**config.mk**
```make
export PLATFORM = sky130hd
export DESIGN_NAME = adcstc_core
export DESIGN_NICKNAME = d
export VERILOG_FILES = /design/src/core/adcstc_core.v
export VERILOG_INCLUDE_DIRS = /design/src /design/src/shared
export SDC_FILE = /design/constraint.sdc
export NUM_CORES = 1
export LEC_CHECK = 0
export BUFFER_PORTS_ARGS = -buffer_cell sky130_fd_sc_hd__buf_2
export CAP_MARGIN = 20
export CELL_PAD_IN_SITES_DETAIL_PLACEMENT = 1
export CELL_PAD_IN_SITES_GLOBAL_PLACEMENT = 1
export CORE_UTILIZATION = 38
export DETAILED_ROUTE_END_ITERATION = 12
export PLACE_DENSITY_LB_ADDON = 0.1
export SETUP_SLACK_MARGIN = 0.3
export SLEW_MARGIN = 20
export SYNTH_ARGS = -nofsm -noshare
export SYNTH_HDL_FRONTEND = slang
export SYNTH_SLANG_ARGS = --single-unit
```
**constraint.sdc**
```tcl
create_clock -name CLK -period 2.9 [get_ports CLK]
set_input_delay 0.58 -clock CLK [delete_from_list [all_inputs] [get_ports CLK]]
set_output_delay 0.58 -clock CLK [all_outputs]
set_load 0.05 [all_outputs]
```
**src/shared/adcstc_regs.vh**
```
`ifndef ADCSTC_REGS_VH
`define ADCSTC_REGS_VH
// channel count and trigger channel
`define ADCSTC_NCH 8
`define ADCSTC_TRIG_CH 7
// prescaler width
`define ADCSTC_PR_W 5
// default sequence length
`define ADCSTC_SEQ_DEF 4'h4
// conversion length in converter clocks
`define ADCSTC_CONV_DEF 8'h0E
// reset values
`define ADCSTC_PORT_RST 8'hFF
`define ADCSTC_PWR_RST 1'b0
// sequencer states
`define ADCSTC_ST_IDLE 2'h0
`define ADCSTC_ST_CONV 2'h1
`endif

```
**src/core/adcstc_core.v**
```verilog
`timescale 1ns/100ps
`include "adcstc_regs.vh"
// Function
// trigger off, scan clear: one sequence then stop, trigger ignored.
// trigger off, scan set: sequences back to back, trigger ignored.
// edge mode: one sequence per edge, polarity picks falling or rising.
// level mode: convert continuously while trigger active at polarity.
// trigger taken from analog channel 7 pin.
// active edge during conversion sets trigger overrun flag.
// first conversion starts within one clock of trigger; here three clocks after the pin edge, two in the synchroniser.
// channel 7 results meaningless while trigger enabled.
// with trigger enabled, start writes do not start conversions.
// level mode retoggles during sequence do not set overrun.
// level still active at sequence end restarts immediately.
// digital input buffers gated per channel by enable bits.
// stop mode halts conversion, leaving it resumes.
// wait mode halts conversion only when wait-halt bit set.
// power-up cleared aborts conversion; resets powered down.
// with trigger disabled, start write starts a sequence.
// software waits recovery time before writing length and timing.
// converter clock is half bus clock over prescaler plus one.
// writing irq enable to 0 aborts ongoing sequence.
// write 1 clears complete flag; other flags clear at next start.
// interrupt on sequence complete, gated by irq enable.
// software clears irq enable and flag before powering down.
// port bit reads pin when buffer enabled, else 1.
// trigger synchronised before edge or level detection.
module adcstc_core #(
    parameter NCH = `ADCSTC_NCH,
    parameter PR_W = `ADCSTC_PR_W
) (
    // clock and reset
    input wire CLK,
    input wire NRST,
    // configuration
    input wire CONVERTER_POWER_UP,
    input wire SEQ_COMPLETE_IRQ_ENABLE,
    input wire IRQ_ENABLE_WRITE,
    input wire WAIT_HALT_BIT,
    input wire TRIGGER_ENABLE,
    input wire TRIGGER_LEVEL_SELECT,
    input wire TRIGGER_POLARITY,
    input wire SCAN_CONTINUOUS,
    input wire [PR_W-1:0] CLOCK_PRESCALER,
    input wire [3:0] SEQUENCE_LENGTH,
    input wire SEQUENCE_START_WRITE,
    input wire SEQ_COMPLETE_CLEAR_WRITE,
    // low power modes
    input wire STOP_MODE,
    input wire WAIT_MODE,
    // pins
    input wire [NCH-1:0] ANALOG_PIN,
    input wire [NCH-1:0] CHANNEL_INPUT_BUFFER_ENABLE,
    // analog machine
    input wire CONVERSION_DONE,
    // status and outputs
    output reg [NCH-1:0] ANALOG_PORT_DATA,
    output reg CONVERTER_CLOCK,
    output reg CONVERTING,
    output reg CONVERSION_START,
    output reg [3:0] CONVERSION_INDEX,
    output reg CHANNEL7_RESULT_VALID,
    output reg SEQ_COMPLETE_FLAG,
    output reg TRIGGER_OVERRUN_FLAG,
    output reg IRQ
);
    reg trig_s1_reg;
    reg trig_s2_reg;
    reg trig_prev_reg;
    reg [1:0] state_reg;
    reg [PR_W-1:0] div_reg;
    reg [7:0] conv_cnt_reg;
    reg [3:0] seq_cnt_reg;
    // a done strobe that lands while halted, held until the halt ends
    reg done_pend_reg;
    wire trig_act;
    wire edge_hit;
    wire halted;
    wire abort;
    wire start_req;
    wire seq_end;
    wire conv_end;
    wire tick;
    localparam [NCH-1:0] PORT_RST = `ADCSTC_PORT_RST;
    genvar gi;

    // start condition: trigger path when enabled, start write otherwise
    function sel_start;
        input te;
        input le;
        input act;
        input hit;
        input wr;
        begin
            if (te) begin
                sel_start = le ? act : hit;
            end else begin
                sel_start = wr;
            end
        end
    endfunction

    // whether a finished sequence is followed straight by the next one
    function keep_running;
        input te;
        input le;
        input act;
        input scan;
        begin
            if (te) begin
                keep_running = le & act;
            end else begin
                keep_running = scan;
            end
        end
    endfunction

    // active level after polarity
    assign trig_act = TRIGGER_POLARITY ? trig_s2_reg : ~trig_s2_reg;
    assign edge_hit = trig_act & ~trig_prev_reg;
    assign halted = STOP_MODE | (WAIT_MODE & WAIT_HALT_BIT);
    assign abort = ~CONVERTER_POWER_UP | (IRQ_ENABLE_WRITE & ~SEQ_COMPLETE_IRQ_ENABLE);
    assign start_req = sel_start(TRIGGER_ENABLE, TRIGGER_LEVEL_SELECT, trig_act, edge_hit,
        SEQUENCE_START_WRITE);
    assign tick = (div_reg == {PR_W{1'b0}}) & ~halted;
    // internal conversion time model, or done strobe from analog machine; nothing ends while halted
    assign conv_end = ~halted & (CONVERSION_DONE | done_pend_reg
        | (tick & CONVERTER_CLOCK & (conv_cnt_reg == `ADCSTC_CONV_DEF)));
    assign seq_end = conv_end & (seq_cnt_reg + 4'h1 >= SEQUENCE_LENGTH);

    // prescaler: toggle every prescaler+1 bus clocks gives half bus over (pr+1)
    always @(posedge CLK or negedge NRST) begin
        if (!NRST) begin
            div_reg <= {PR_W{1'b0}};
            CONVERTER_CLOCK <= 1'b0;
        end else if (!CONVERTER_POWER_UP) begin
            div_reg <= {PR_W{1'b0}};
            CONVERTER_CLOCK <= 1'b0;
        end else if (!halted) begin
            if (div_reg == {PR_W{1'b0}}) begin
                div_reg <= CLOCK_PRESCALER;
                CONVERTER_CLOCK <= ~CONVERTER_CLOCK;
            end else begin
                div_reg <= div_reg - {{(PR_W-1){1'b0}}, 1'b1};
            end
        end
    end

    // trigger on pin of channel 7, two-stage synchroniser
    always @(posedge CLK or negedge NRST) begin
        if (!NRST) begin
            trig_s1_reg <= 1'b0;
            trig_s2_reg <= 1'b0;
            // seen as active so that no false edge follows reset with polarity clear; with polarity set a high pin still gives one
            trig_prev_reg <= 1'b1;
        end else begin
            trig_s1_reg <= ANALOG_PIN[`ADCSTC_TRIG_CH];
            trig_s2_reg <= trig_s1_reg;
            trig_prev_reg <= trig_act;
        end
    end

    // keeps a done strobe from the analog machine that arrives during a halt
    always @(posedge CLK or negedge NRST) begin
        if (!NRST) begin
            done_pend_reg <= 1'b0;
        end else if (abort || (state_reg != `ADCSTC_ST_CONV)) begin
            done_pend_reg <= 1'b0;
        end else if (halted && CONVERSION_DONE) begin
            done_pend_reg <= 1'b1;
        end else if (!halted) begin
            done_pend_reg <= 1'b0;
        end
    end

    // sequencer
    always @(posedge CLK or negedge NRST) begin
        if (!NRST) begin
            state_reg <= `ADCSTC_ST_IDLE;
            conv_cnt_reg <= 8'h00;
            seq_cnt_reg <= 4'h0;
            CONVERTING <= 1'b0;
            CONVERSION_START <= 1'b0;
            CONVERSION_INDEX <= 4'h0;
            SEQ_COMPLETE_FLAG <= 1'b0;
            TRIGGER_OVERRUN_FLAG <= 1'b0;
        end else begin
            CONVERSION_START <= 1'b0;
            if (SEQ_COMPLETE_CLEAR_WRITE) begin
                SEQ_COMPLETE_FLAG <= 1'b0;
            end
            if (abort) begin
                state_reg <= `ADCSTC_ST_IDLE;
                CONVERTING <= 1'b0;
            end else begin
                case (state_reg)
                    `ADCSTC_ST_IDLE: begin
                        if (start_req && !halted) begin
                            state_reg <= `ADCSTC_ST_CONV;
                            CONVERTING <= 1'b1;
                            CONVERSION_START <= 1'b1;
                            seq_cnt_reg <= 4'h0;
                            conv_cnt_reg <= 8'h00;
                            CONVERSION_INDEX <= 4'h0;
                            TRIGGER_OVERRUN_FLAG <= 1'b0;
                        end
                    end
                    `ADCSTC_ST_CONV: begin
                        if (TRIGGER_ENABLE && !TRIGGER_LEVEL_SELECT && edge_hit) begin
                            TRIGGER_OVERRUN_FLAG <= 1'b1;
                        end
                        if (tick && CONVERTER_CLOCK) begin
                            conv_cnt_reg <= conv_cnt_reg + 8'h01;
                        end
                        if (conv_end) begin
                            conv_cnt_reg <= 8'h00;
                            if (seq_end) begin
                                SEQ_COMPLETE_FLAG <= 1'b1;
                                seq_cnt_reg <= 4'h0;
                                CONVERSION_INDEX <= 4'h0;
                                if (keep_running(TRIGGER_ENABLE, TRIGGER_LEVEL_SELECT, trig_act, SCAN_CONTINUOUS)) begin
                                    CONVERSION_START <= 1'b1;
                                end else begin
                                    state_reg <= `ADCSTC_ST_IDLE;
                                    CONVERTING <= 1'b0;
                                end
                            end else begin
                                seq_cnt_reg <= seq_cnt_reg + 4'h1;
                                CONVERSION_INDEX <= seq_cnt_reg + 4'h1;
                                CONVERSION_START <= 1'b1;
                            end
                        end
                    end
                    default: begin
                        state_reg <= `ADCSTC_ST_IDLE;
                        CONVERTING <= 1'b0;
                    end
                endcase
            end
        end
    end

    // interrupt request follows the flag, gated by its enable
    always @(posedge CLK or negedge NRST) begin
        if (!NRST) begin
            IRQ <= 1'b0;
        end else begin
            IRQ <= SEQ_COMPLETE_FLAG & SEQ_COMPLETE_IRQ_ENABLE;
        end
    end

    // trigger channel results carry no meaning while the trigger is in use
    always @(posedge CLK or negedge NRST) begin
        if (!NRST) begin
            CHANNEL7_RESULT_VALID <= 1'b0;
        end else begin
            CHANNEL7_RESULT_VALID <= ~TRIGGER_ENABLE;
        end
    end

    // digital port: pin level through an enabled buffer, else reads high
    generate
        for (gi = 0; gi < NCH; gi = gi + 1) begin : g_port
            always @(posedge CLK or negedge NRST) begin
                if (!NRST) begin
                    ANALOG_PORT_DATA[gi] <= PORT_RST[gi];
                end else if (CHANNEL_INPUT_BUFFER_ENABLE[gi]) begin
                    ANALOG_PORT_DATA[gi] <= ANALOG_PIN[gi];
                end else begin
                    // buffer off: no current drawn, bit reads high
                    ANALOG_PORT_DATA[gi] <= 1'b1;
                end
            end
        end
    endgenerate
endmodule // adcstc_core

```
# After elaboration in Yosys (flattened, before gate mapping)
# Cells that the tools add are included.
# word_totals
reg_bits,38
latch_bits,0
mem_bits_rw,0
romBits,0
input_bits,40
out_inout_bits,19
word_cells,138
n_memories,0
# classes
addsub,3
n_mul,0
div,0
n_lt_le_gt_ge,1
n_eq_ne,14
shift,0
muxes,59
bitwise,22
n_reduce_logical,16
# ops
op,count
$mux W1,39
$mux W8,3
$pmux W8 S2,1
$reduce_and A4 Y1,4
$mux W5,3
$ne A3 B3 Y1 const B,5
$mux W4,3
$and A1 B1 Y1,10
$mux W2,5
$add A8 B1 Y8 const B,1
$eq A8 B4 Y1 const B,1
$ne A2 B2 Y1 const B,4
$not A1 Y1,8
$pmux W4 S2,1
$pmux W1 S2,3
$logic_and A1 B1 Y1,5
$logic_not A5 Y1,1
$sub A5 B1 Y5 const B,1
$add A4 B1 Y4 const B,1
$ge A4 B4 Y1,1
$ne A2 B1 Y1 const B,2
$or A1 B1 Y1,4
$pmux W2 S2,1
$ne A3 B1 Y1 const B,1
6 further kinds,7

# Longest topological paths before layout
# Gate-level depths: netlist (run 1).
# depth
depth_word,18
depth_mapped,9
depth_no_buf,9

# Worst setup path before layout (run 1)
# No wires, ideal clock.
# synth_path
path_kind,reg-to-reg
startpoint,register seq_cnt_reg[0]
endpoint,register seq_cnt_reg[2]
setup_time_ns,0.065
arrival_time_ns,2.131
required_ns,2.835
slack_ns,0.703
path_stages_with_launch,10
synth_period_minus_slack_ns,2.197
path_cell_list,dfrtp_1 > ha_1 > nand2b_1 > nand2_1 > ha_1 > o21a_1 > nor2_1 > a21oi_1 > a2111oi_0 > a21o_1
# synth_via
elab_chain_len,6
# synth_lines
element,line,source
"start, declared",adcstc_core.v:73,reg [3:0] seq_cnt_reg;
"start signal, assigned",adcstc_core.v:228,seq_cnt_reg <= seq_cnt_reg + 4'h1;
$add A4 B1 Y4 (*),"adcstc_core.v:129, adcstc_core.v:228",
$ge A4 B4 Y1,adcstc_core.v:129,assign seq_end = conv_end & (seq_cnt_reg + 4'h1 >= SEQUENCE_LENGTH);
$and A1 B1 Y1,adcstc_core.v:129,
$mux W4 (*),adcstc_core.v:217,if (seq_end) begin
$mux W4 (*),adcstc_core.v:215,if (conv_end) begin
$pmux W4 S2 (*),adcstc_core.v:196,case (state_reg)
# Every way passes the cells marked *; elsewhere a longest branch is shown, timed or not. The select of a mux whose other input is x is not followed.
# A chain may end at the register's enable or synchronous reset.

# Final worst setup path (run 1)
# layout_path
startpoint,register div_reg[0]
endpoint,register CONVERSION_START
# layout_via
elab_chain_len,11
# layout_lines
element,line,source
"start, declared",adcstc_core.v:71,reg [PR_W-1:0] div_reg;
"start signal, assigned",adcstc_core.v:134,div_reg <= {PR_W{1'b0}};
"start signal, assigned",adcstc_core.v:137,div_reg <= {PR_W{1'b0}};
"start signal, assigned",adcstc_core.v:144,"div_reg <= div_reg - {{(PR_W-1){1'b0}}, 1'b1};"
$logic_not A5 Y1 (*),adcstc_core.v:125,assign tick = (div_reg == {PR_W{1'b0}}) & ~halted;
$and A1 B1 Y1 (*),adcstc_core.v:125,
$and A1 B1 Y1 (*) (2 in a row),adcstc_core.v:128,| (tick & CONVERTER_CLOCK & (conv_cnt_reg == `ADCSTC_CONV_DEF)));
$or A1 B1 Y1 (*),adcstc_core.v:127,assign conv_end = ~halted & (CONVERSION_DONE | done_pend_reg
$and A1 B1 Y1 (*),adcstc_core.v:127,
$and A1 B1 Y1,adcstc_core.v:129,
$mux W1,adcstc_core.v:217,
$mux W1 (*),adcstc_core.v:215,
$pmux W1 S2 (*),adcstc_core.v:196,
$mux W1 (*),adcstc_core.v:192,if (abort) begin
"end signal, assigned",adcstc_core.v:188,CONVERSION_START <= 1'b0;
"end signal, assigned",adcstc_core.v:201,CONVERSION_START <= 1'b1;
"end signal, assigned",adcstc_core.v:222,CONVERSION_START <= 1'b1;
"end, declared",adcstc_core.v:60,"output reg CONVERSION_START,"
# Every way passes the cells marked *; elsewhere a longest branch is shown, timed or not.

==> metrics, run 1 <==
power per standard cell area approximately 540 mW/mm^2; ANT cells 0; post-CTS setup buffers 0; GPL Wtd Cong ~0.76; post-synthesis compound-gate area fraction 0.170; internal power between 0.9 and 1 mW; Avg Cell Area, Syn slightly above 10 sq um; R2R Path Start div_reg[0]$_DFFE_PN0P_; most frequent cell after synthesis dfrtp_1; Placed Area between 0.002 and 0.0025 sq mm; min cycle time layout between 2000 and 2500 ps; Final Slew Violations 0; drt total wl around 4600 um; Max Fclk 432 MHz; fin area 0.00241 sq mm; share of total power in combinational logic 0.221; Setup violations, final 0; fin crit share 0.798; # resized after CTS 0; first-pass detailed-route iteration total 4; NetSw 0.394 mW; post-synthesis simple-gate area fraction 0.234; mux contribution to synthesized area 0.0131; Max Cap Violations 0; Initial Utilization 0.398; Post-synth EDFFs 0; initial antenna violation count 0; Die ar. 0.00529 sq mm; Final Hold Violating Endpoints 0; CTS H-tree lvls 2; Power Total 1.30 mW; Critical Path AT roughly 2500 ps; clock share of power 0.339; RSZ-0062 raised after global routing no; sequential-to-total area share from yosys stat 0.479; Vias roughly 1700; initial DRC count 86; VDD IR max around 0.23 mV; WS Path Type reg2reg; first-pass GRT wire length 7880 um; Synth Instances 185; worst hold path class reg2reg; Synth Area in XOR/XNOR 0.0138; Worst-path clk slew 80 ps; Inst Count DP 312; post-synthesis register bit count 36; gr ovfl total 0; DP Wirelength 3510 um; # IOs 59; Netlist cell types 52; ys async rst share 1.00; Die Wd 72.8 um; IO buf count 58; Antenna Nets Post-Route 0; worst clock skew 7.30 ps; Synth Flop Type dfrtp_1; run status complete, no violations; Post-Layout Cell Count 320; Sw Ratio 0.304; Rows 25; layout cells sized above 1 0.348; Leakage 1.15 nW; clk sinks 36; hold path startpoint trig_s1_reg$_DFF_PN0_; CP Capture Type flop; Cell Chain, Critical Path inv_1 -> ha_1 -> or4b_4 -> nor4_2 -> o31ai_1 -> o31a_1 -> nor2b_1; routed len/inst 14.3 um; Reg power frac 0.440; core area between 0.004 and 0.005 sq mm; leading area contributor after synthesis dfrtp_1; Synth Warn # 0; Max FO, Critical Path 5; FF+latch area 912 sq um; Adder-Cell Fraction of Synth Area 0.0592; actual slew at the worst max-slew pin 784 ps; Post-synth top cells dfrtp_1 (27), nand2_1 (15), nand2b_1 (14), inv_1 (13); Critical Path RT 3060 ps; # nets final roughly 300; mapped cell area 0.00190 sq mm; leading post-synthesis cells by cell area dfrtp_1 (36%), dfstp_2 (12%), ha_1 (5.9%), nand2b_1 (4.6%), nand2_1 (3.0%); CTS Buf Count 5; Slew HR 0.477; CP Launch Type flop; Die H about 73 um; post-synth top area share 0.355; clock buffer depth 2; cts hold-fix bufs 0; vias in the first global route 1646; Syn-to-layout area delta 26.6%; largest net degree at the start of global routing 37; Critical path origin div_reg[0]$_DFFE_PN0P_; drt drc 0; CP peak stage delay roughly 540 ps; main combinational cell family by area after synthesis simple AND/OR/NAND/NOR gates; post-DR vias/cell ~5.2; fillers roughly 600; slowest cell on the critical path or4b_4; Total GRT Usage 0.196; area of the multi-input gates 933 sq um; worst skew pair latency about 290 ps; TritonCTS clock tree done; setup tns final 0 ps; Post-Syn Nets around 230; clock root buffer clkbuf_8
[per-stage QoR]
stage | worst slack [ps] | utilization | hold slack (ps)
after global placement | 670 | 0.480 | 337
final | 587 | 0.504 | 358
after detailed placement | 623 | 0.480 | 342
after CTS | 596 | 0.504 | 360
after global routing | 409 | 0.504 | 381
after floorplan | 703 | - | 284
[path summary, 6_finish.rpt]
check	depth (start not counted)	slack (ps)	end
max in group asynchronous	1	2030	SEQ_COMPLETE_FLAG$_DFF_PN0_
setup / recovery	7	590	CONVERSION_START$_DFF_PN0_
min in group asynchronous	1	370	div_reg[1]$_DFFE_PN0P_
hold reg to reg	0	360	trig_s2_reg$_DFF_PN0_
hold / removal	0	360	trig_s2_reg$_DFF_PN0_
setup reg to reg	7	590	CONVERSION_START$_DFF_PN0_
[cell usage in the layout, fill, tap and decap left out, drive strengths merged, types with 4 or more instances in the layout]
master  count
a31oi       5
nor2        9
dfstp       9
ha          9
o21ai       5
nor4        4
dfrtp      27
nand2      15
nand3       7
nor2b       4
a21oi      10
buf        62
clkbuf      5
nand2b     15
nor3        6
inv        13
[cell type report]
| type | count | area share |
|---|---|---|
| multi-input cells | 134 | 0.387 |
| well taps | 67 | 0.0348 |
| inverters | 13 | 0.0202 |
| repair buffers | 62 | 0.133 |
| flip-flops and latches | 36 | 0.379 |
| clock inverters | 3 | 0.0177 |
| clock buffers | 5 | 0.0286 |
[worst max-delay path, delay by kind of cell (launching register included)]
kind,cells,cell delay [ps]
flops,1,400
simple gates,3,970
fa+ha+maj,1,230
compound gates,2,490
buf+inv,1,90
[logic make-up after synthesis]
kind of cell	after synthesis
AOI/OAI and AO/OA	46
xor gates and xnor gates	3
adders and majority gates	9
buffers and inverters	15
DFF	36
muxes	2
and+or+nand+nor	74
[power groups by stage]
stage	Combinational [mW]	Clock [mW]	Sequential [mW]
2_1_floorplan	0.139	0	0.628
3_3_place_gp	0.285	0	0.579
3_5_place_dp	0.288	0	0.580
4_1_cts	0.290	0.452	0.571
5_1_grt	0.318	0.473	0.578
6_report	0.286	0.440	0.572
[metal layers]
layer  vias to the layer above  wire length (um)  global-route usage
met4                         0                57              0.0784
met3                         4               166              0.0331
met5                         -                 0                   0
met1                       819              2190               0.266
met2                        34              2150               0.314
li1                        810                 -                   -
Note: power is estimated with default switching activity, not from simulation.
==> run 2: changes to the inputs <==
Settings changed: ABC_AREA set to 1.
Clock period 2.9 ns to 2.19 ns, I/O delays scaled along.
==> metrics, run 2 <==
Final Slew Violations 0; RSZ-0062 raised after global routing yes; DP Wirelength 3580 um; leading post-synthesis cells by cell area dfrtp_1 (34%), dfstp_2 (12%), nand2_1 (7.5%), ha_1 (5.7%), inv_1 (5.7%); power per standard cell area 679 mW/mm^2; Post-synth EDFFs 0; worst hold path class in2async; first-pass detailed-route iteration total 4; mapped cell area ~0.002 sq mm; Final Hold Violating Endpoints 0; Total GRT Usage 0.194; run status complete, no violations; post-synthesis register bit count 36; Netlist cell types 34; largest net degree at the start of global routing 20; commonest non-fill, non-tap cells in the layout buf_2 (58), nand2_1 (39), inv_1 (27); layout cells sized above 1 0.423; Max Fclk between 500 and 600 MHz; TritonCTS clock tree done; Max FO, Critical Path 4; Worst-path clk slew about 70 ps; actual slew at the worst max-slew pin 456 ps; post-synth top area share 0.344; initial antenna violation count 0; VDD IR max around 0.29 mV; initial DRC count 49; CTS H-tree lvls 2; Inst Count DP 344; setup slack, reg-to-reg 300 ps; first-pass GRT wire length 7980 um; clock buffer depth 2; most frequent cell after synthesis nand2_1; ys async rst share 1.00; worst clock skew 3.39 ps; most common cell after layout, fill and taps aside buf_2; Post-synth top cells nand2_1 (39), inv_1 (30), dfrtp_1 (27), nand3_1 (22), nor2_1 (11); drt drc 0; Rows 25; # IOs 59; Die Wd approximately 74 um; min cycle time layout 1890 ps; CP Launch Type flop; Leakage between 1 and 1.5 nW; CP Capture Type flop; Synth Flop Type dfrtp_1; met1 wire length 2080 um; gr ovfl total 0; setup tns final 0 ps; Synth Instances between 200 and 250; Vias 1718; WHS around 89 ps; Syn-to-layout area delta 32.0%; Setup violations, final 0; sequential-to-total area share from yosys stat 0.465; clk sinks 36; max layer used met4; clock root buffer clkbuf_8; Die ar. 0.00546 sq mm; fin crit share 0.865; Slew HR 0.696; Post-Layout Cell Count 358; CTS Buf Count 5; Synth Warn # 0; ANT cells 0; Max Cap Violations 0; cts hold-fix bufs 0; Post-Syn Nets 268; leading area contributor after synthesis dfrtp_1; Final Util 0.534; post-DR vias/cell 4.80; Routed met2 length ~2600 um; vias in the first global route 1747; GPL Wtd Cong 0.795; core area 0.00485 sq mm; WS Path Type reg2reg; Antenna Nets Post-Route 0; Die H 73.9 um; drt total wl 4970 um; Critical Path AT between 2000 and 2500 ps; worst skew pair latency 290 ps; routed len/inst 13.9 um; # nets final 339; Avg Cell Area, Syn 8.96 sq um; IO buf count 58; Initial Utilization 0.405; Critical Path RT 2410 ps; WL met3 between 200 and 300 um
run 2: cell count changes after synthesis, moves of 4 or more:
cell      change
nor2b_1       -4
nand3_1      +15
a31oi_1       -4
xor2_1        +5
nand2_1      +24
nand2_4       +9
nand2b_1     -14
nor3_1        -4
o21ai_1      +10
inv_1        +17
nand3b_1      +5
run 2: what timing repair did:
item | CTS | global route
gates cloned | 0 | 0
pin swaps | 2 | 9
buffers inserted | 3 | 3
setup endpoints to repair | 1 | 7
resized for setup | 1 | 16
run 2: stage by stage:
step                      power (mW)  setup slack, ps  instance area [sq um]
after CTS                       1.75              317                   2480
after floorplan                 1.03              345                   1980
final                           1.76              297                   2590
after global routing            1.85              200                   2590
after detailed placement        1.15              293                   2350
after global placement          1.14              373                   2350
run 2: final timing paths:
| kind | start | to | cells past startpoint |
|---|---|---|---|
| worst max-delay path | seq_cnt_reg[1]$_DFFE_PN0P_ | seq_cnt_reg[2]$_DFFE_PN0P_ | 9 |
| worst min-delay path | NRST | CHANNEL7_RESULT_VALID$_DFF_PN0_ | 1 |
| worst max register to register | seq_cnt_reg[1]$_DFFE_PN0P_ | seq_cnt_reg[2]$_DFFE_PN0P_ | 9 |
| worst min register to register | trig_s1_reg$_DFF_PN0_ | trig_s2_reg$_DFF_PN0_ | 0 |
| max in group asynchronous | NRST | ANALOG_PORT_DATA[1]$_DFF_PN1_ | 2 |
| min in group CLK | CHANNEL_INPUT_BUFFER_ENABLE[0] | ANALOG_PORT_DATA[0]$_DFF_PN1_ | 2 |
run 2: cell families after synthesis:
logic type	after synthesis	share of synthesized area
flip-flops	36	0.465
AND/OR/NAND/NOR	97	0.266
adder cells (fa/ha/maj)	9	0.0574
XOR/XNOR	7	0.0312
AO/OA/AOI/OAI	35	0.105
buffers and inverters	35	0.0758
run 2: layout make-up:
cell class,count,area (sq um)
clock buffers,6,72.6
fillers,594,2260
inverters,32,123
well taps,67,83.8
flip-flops and latches,36,916
repair buffers,67,362
clock inverters,2,35.0
multi-input cells,148,1000
run 2: power breakdown:
part / internal (mW) / total [mW] / switching (mW) / leakage, nW
clock: 0.338 / 0.577 / 0.239 / 0.0552
sequential: 0.712 / 0.745 / 0.0337 / 0.455
combinational: 0.154 / 0.437 / 0.282 / 0.803
run 2: worst max-delay path, stage by stage, from the launching register on:
cell and delay [ps]:
dfrtp_2 440, ha_4 180, xor2_2 160, ha_1 340
nand4_1 110, nand3_2 110, nand3_4 130, buf_6 120
nand3_1 90, o21ai_1 130
run 2: per-layer routing:
| metal | track usage | up-vias |
|---|---|---|
| met5 | 0 | - |
| met4 | 0.0513 | 0 |
| met3 | 0.0535 | 6 |
| met2 | 0.331 | 44 |
| met1 | 0.241 | 814 |
| li1 | - | 854 |
==> run 3: changes to the inputs <==
Settings changed: CORE_MARGIN set to 1.5.
Clock period 2.19 ns to 1.8 ns, I/O delays scaled along.
==> metrics, run 3 (synthesized netlist as in run 2, its figures left out) <==
post-DR vias/cell 4.83; area of the multi-input gates 0.00105 sq mm; slowest cell on the critical path dfrtp_2; GPL Wtd Cong 0.752; fillers slightly below 600; NetSw 0.710 mW; layout cells sized above 1 0.480; Antenna Nets Post-Route 0; Slew HR 0.692; actual slew at the worst max-slew pin 462 ps; cts hold-fix bufs 0; Setup violations, final 6; internal power 1.35 mW; worst r2r path cells 10; Syn-to-layout area delta 36.4%; drt drc 0; initial DRC count 38; initial antenna violation count 0; clock root buffer clkbuf_8; setup slack, reg-to-reg -20 ps; share of total power in combinational logic 0.281; power per standard cell area between 700 and 800 mW/mm^2; Final Hold Violating Endpoints 0; run status complete, but fails checks; TritonCTS clock tree done; IO buf count 58; setup tns final -60.6 ps; Initial Utilization 0.405; R2R Path Start seq_cnt_reg[1]$_DFFE_PN0P_; DP Wirelength 3450 um; Die H between 70 and 80 um; Critical Path AT 2000 ps; Worst-path clk slew around 80 ps; CTS H-tree lvls 2; fin area roughly 0.0027 sq mm; worst clock skew 5.08 ps; largest net degree at the start of global routing 37; Vias 1763; worst skew pair latency ~290 ps; # nets final 346; CTS Buf Count 5; fin crit share 1.01; FF+latch area around 920 sq um; Sw Ratio 0.344; Reg power frac 0.442; Die Wd 74.9 um; Final Util 0.552; violated checks setup timing; ANT cells 0; Max Cap Violations 0; CP Launch Type flop; routed len/inst 13.4 um; most common cell after layout, fill and taps aside buf_2; Die ar. 0.00561 sq mm; Placed Area about 0.0024 sq mm; final worst slack -16.6 ps; WS Path Type reg2reg; # IOs slightly below 60; worst hold path class in2async; WHS roughly 100 ps; clock buffer depth 2; CP peak stage delay 460 ps; core area around 0.0048 sq mm; CP Capture Type flop; RSZ-0062 raised after global routing yes; vias in the first global route around 1800; clock share of power 0.277; commonest non-fill, non-tap cells in the layout buf_2 (57), nand2_1 (33), inv_1 (25); drt total wl approximately 4900 um; Final Slew Violations 0; min cycle time layout 1820 ps; Max Fclk 550 MHz; gr ovfl total 0; Setup WS pre-CTS -45.1 ps; first-pass detailed-route iteration total 4; clk sinks 36; Total GRT Usage 0.193; Leakage 1.34 nW; Rows 25; VDD IR max 0.513 mV; Critical Path RT 1980 ps; Cell Chain, Critical Path ha_4 -> ha_4 -> inv_2 -> o21bai_1 -> nand3_1 -> nand3_2 -> nand3_4 -> buf_4 -> nand3_1 -> o21ai_1; Reg-to-Reg End seq_cnt_reg[1]$_DFFE_PN0P_; Max FO, Critical Path 5; first-pass GRT wire length 8070 um
run 3: cell type report:
| class | count | area share |
|---|---|---|
| Clock buffer | 5 | 0.0257 |
| Clock inverter | 3 | 0.00701 |
| Tap cell | 67 | 0.0313 |
| Multi-Input combinational cell | 148 | 0.394 |
| Sequential cell | 36 | 0.342 |
| Inverter | 32 | 0.0458 |
| Timing Repair Buffer | 74 | 0.154 |
run 3: worst max-delay path by stage:
| stage | from | endpoint | cells past startpoint |
|---|---|---|---|
| 6_report | seq_cnt_reg[1]$_DFFE_PN0P_ | seq_cnt_reg[1]$_DFFE_PN0P_ | 10 |
| 5_1_grt | seq_cnt_reg[1]$_DFFE_PN0P_ | CONVERTING$_DFFE_PN0P_ | 11 |
| 4_1_cts | seq_cnt_reg[1]$_DFFE_PN0P_ | CONVERTING$_DFFE_PN0P_ | 11 |
| 3_5_place_dp | seq_cnt_reg[1]$_DFFE_PN0P_ | CONVERTING$_DFFE_PN0P_ | 11 |
| 3_3_place_gp | seq_cnt_reg[1]$_DFFE_PN0P_ | CONVERTING$_DFFE_PN0P_ | 11 |
| 2_1_floorplan | seq_cnt_reg[0]$_DFFE_PN0P_ | CONVERTING$_DFFE_PN0P_ | 10 |
run 3: worst max-delay path: cells and delay by family, from the launching register on:
family | cells | cell delay [ps]
adder cells (fa/ha/maj) | 2 | 540
buffers and inverters | 2 | 190
AND/OR/NAND/NOR | 4 | 350
flip-flops | 1 | 460
AO/OA/AOI/OAI | 2 | 170
run 3: per-stage QoR:
stage | cells | power, mW
after detailed placement | 345 | 1.42
after global placement | 345 | 1.42
final | 365 | 2.07
after CTS | 358 | 2.06
after floorplan | 219 | 1.26
after global routing | 365 | 2.18
run 3: power by group through the flow:
| stage | Clock (mW) | Sequential, mW | Combinational, mW |
|---|---|---|---|
| floorplan | 0 | 1.00 | 0.257 |
| global placement | 0 | 0.922 | 0.494 |
| detailed placement | 0 | 0.923 | 0.502 |
| CTS | 0.596 | 0.909 | 0.553 |
| global route | 0.620 | 0.921 | 0.642 |
| finish | 0.572 | 0.914 | 0.580 |
run 3: repair_timing:
action	in CTS	in global routing
endpoints found under the setup margin	16	19
pin swaps	1	3
setup buffers	5	7
gates resized for setup	15	17
run 3: per-layer routing:
metal / wire length [um] / up-vias / part of all wire / global-route usage
met2: 2530 / 30 / 0.52 / 0.338
met1: 2120 / 859 / 0.43 / 0.227
met4: 68 / 0 / 0.014 / 0.0788
met5: 0 / - / 0 / 0
li1: - / 867 / - / -
met3: 167 / 7 / 0.034 / 0.0455
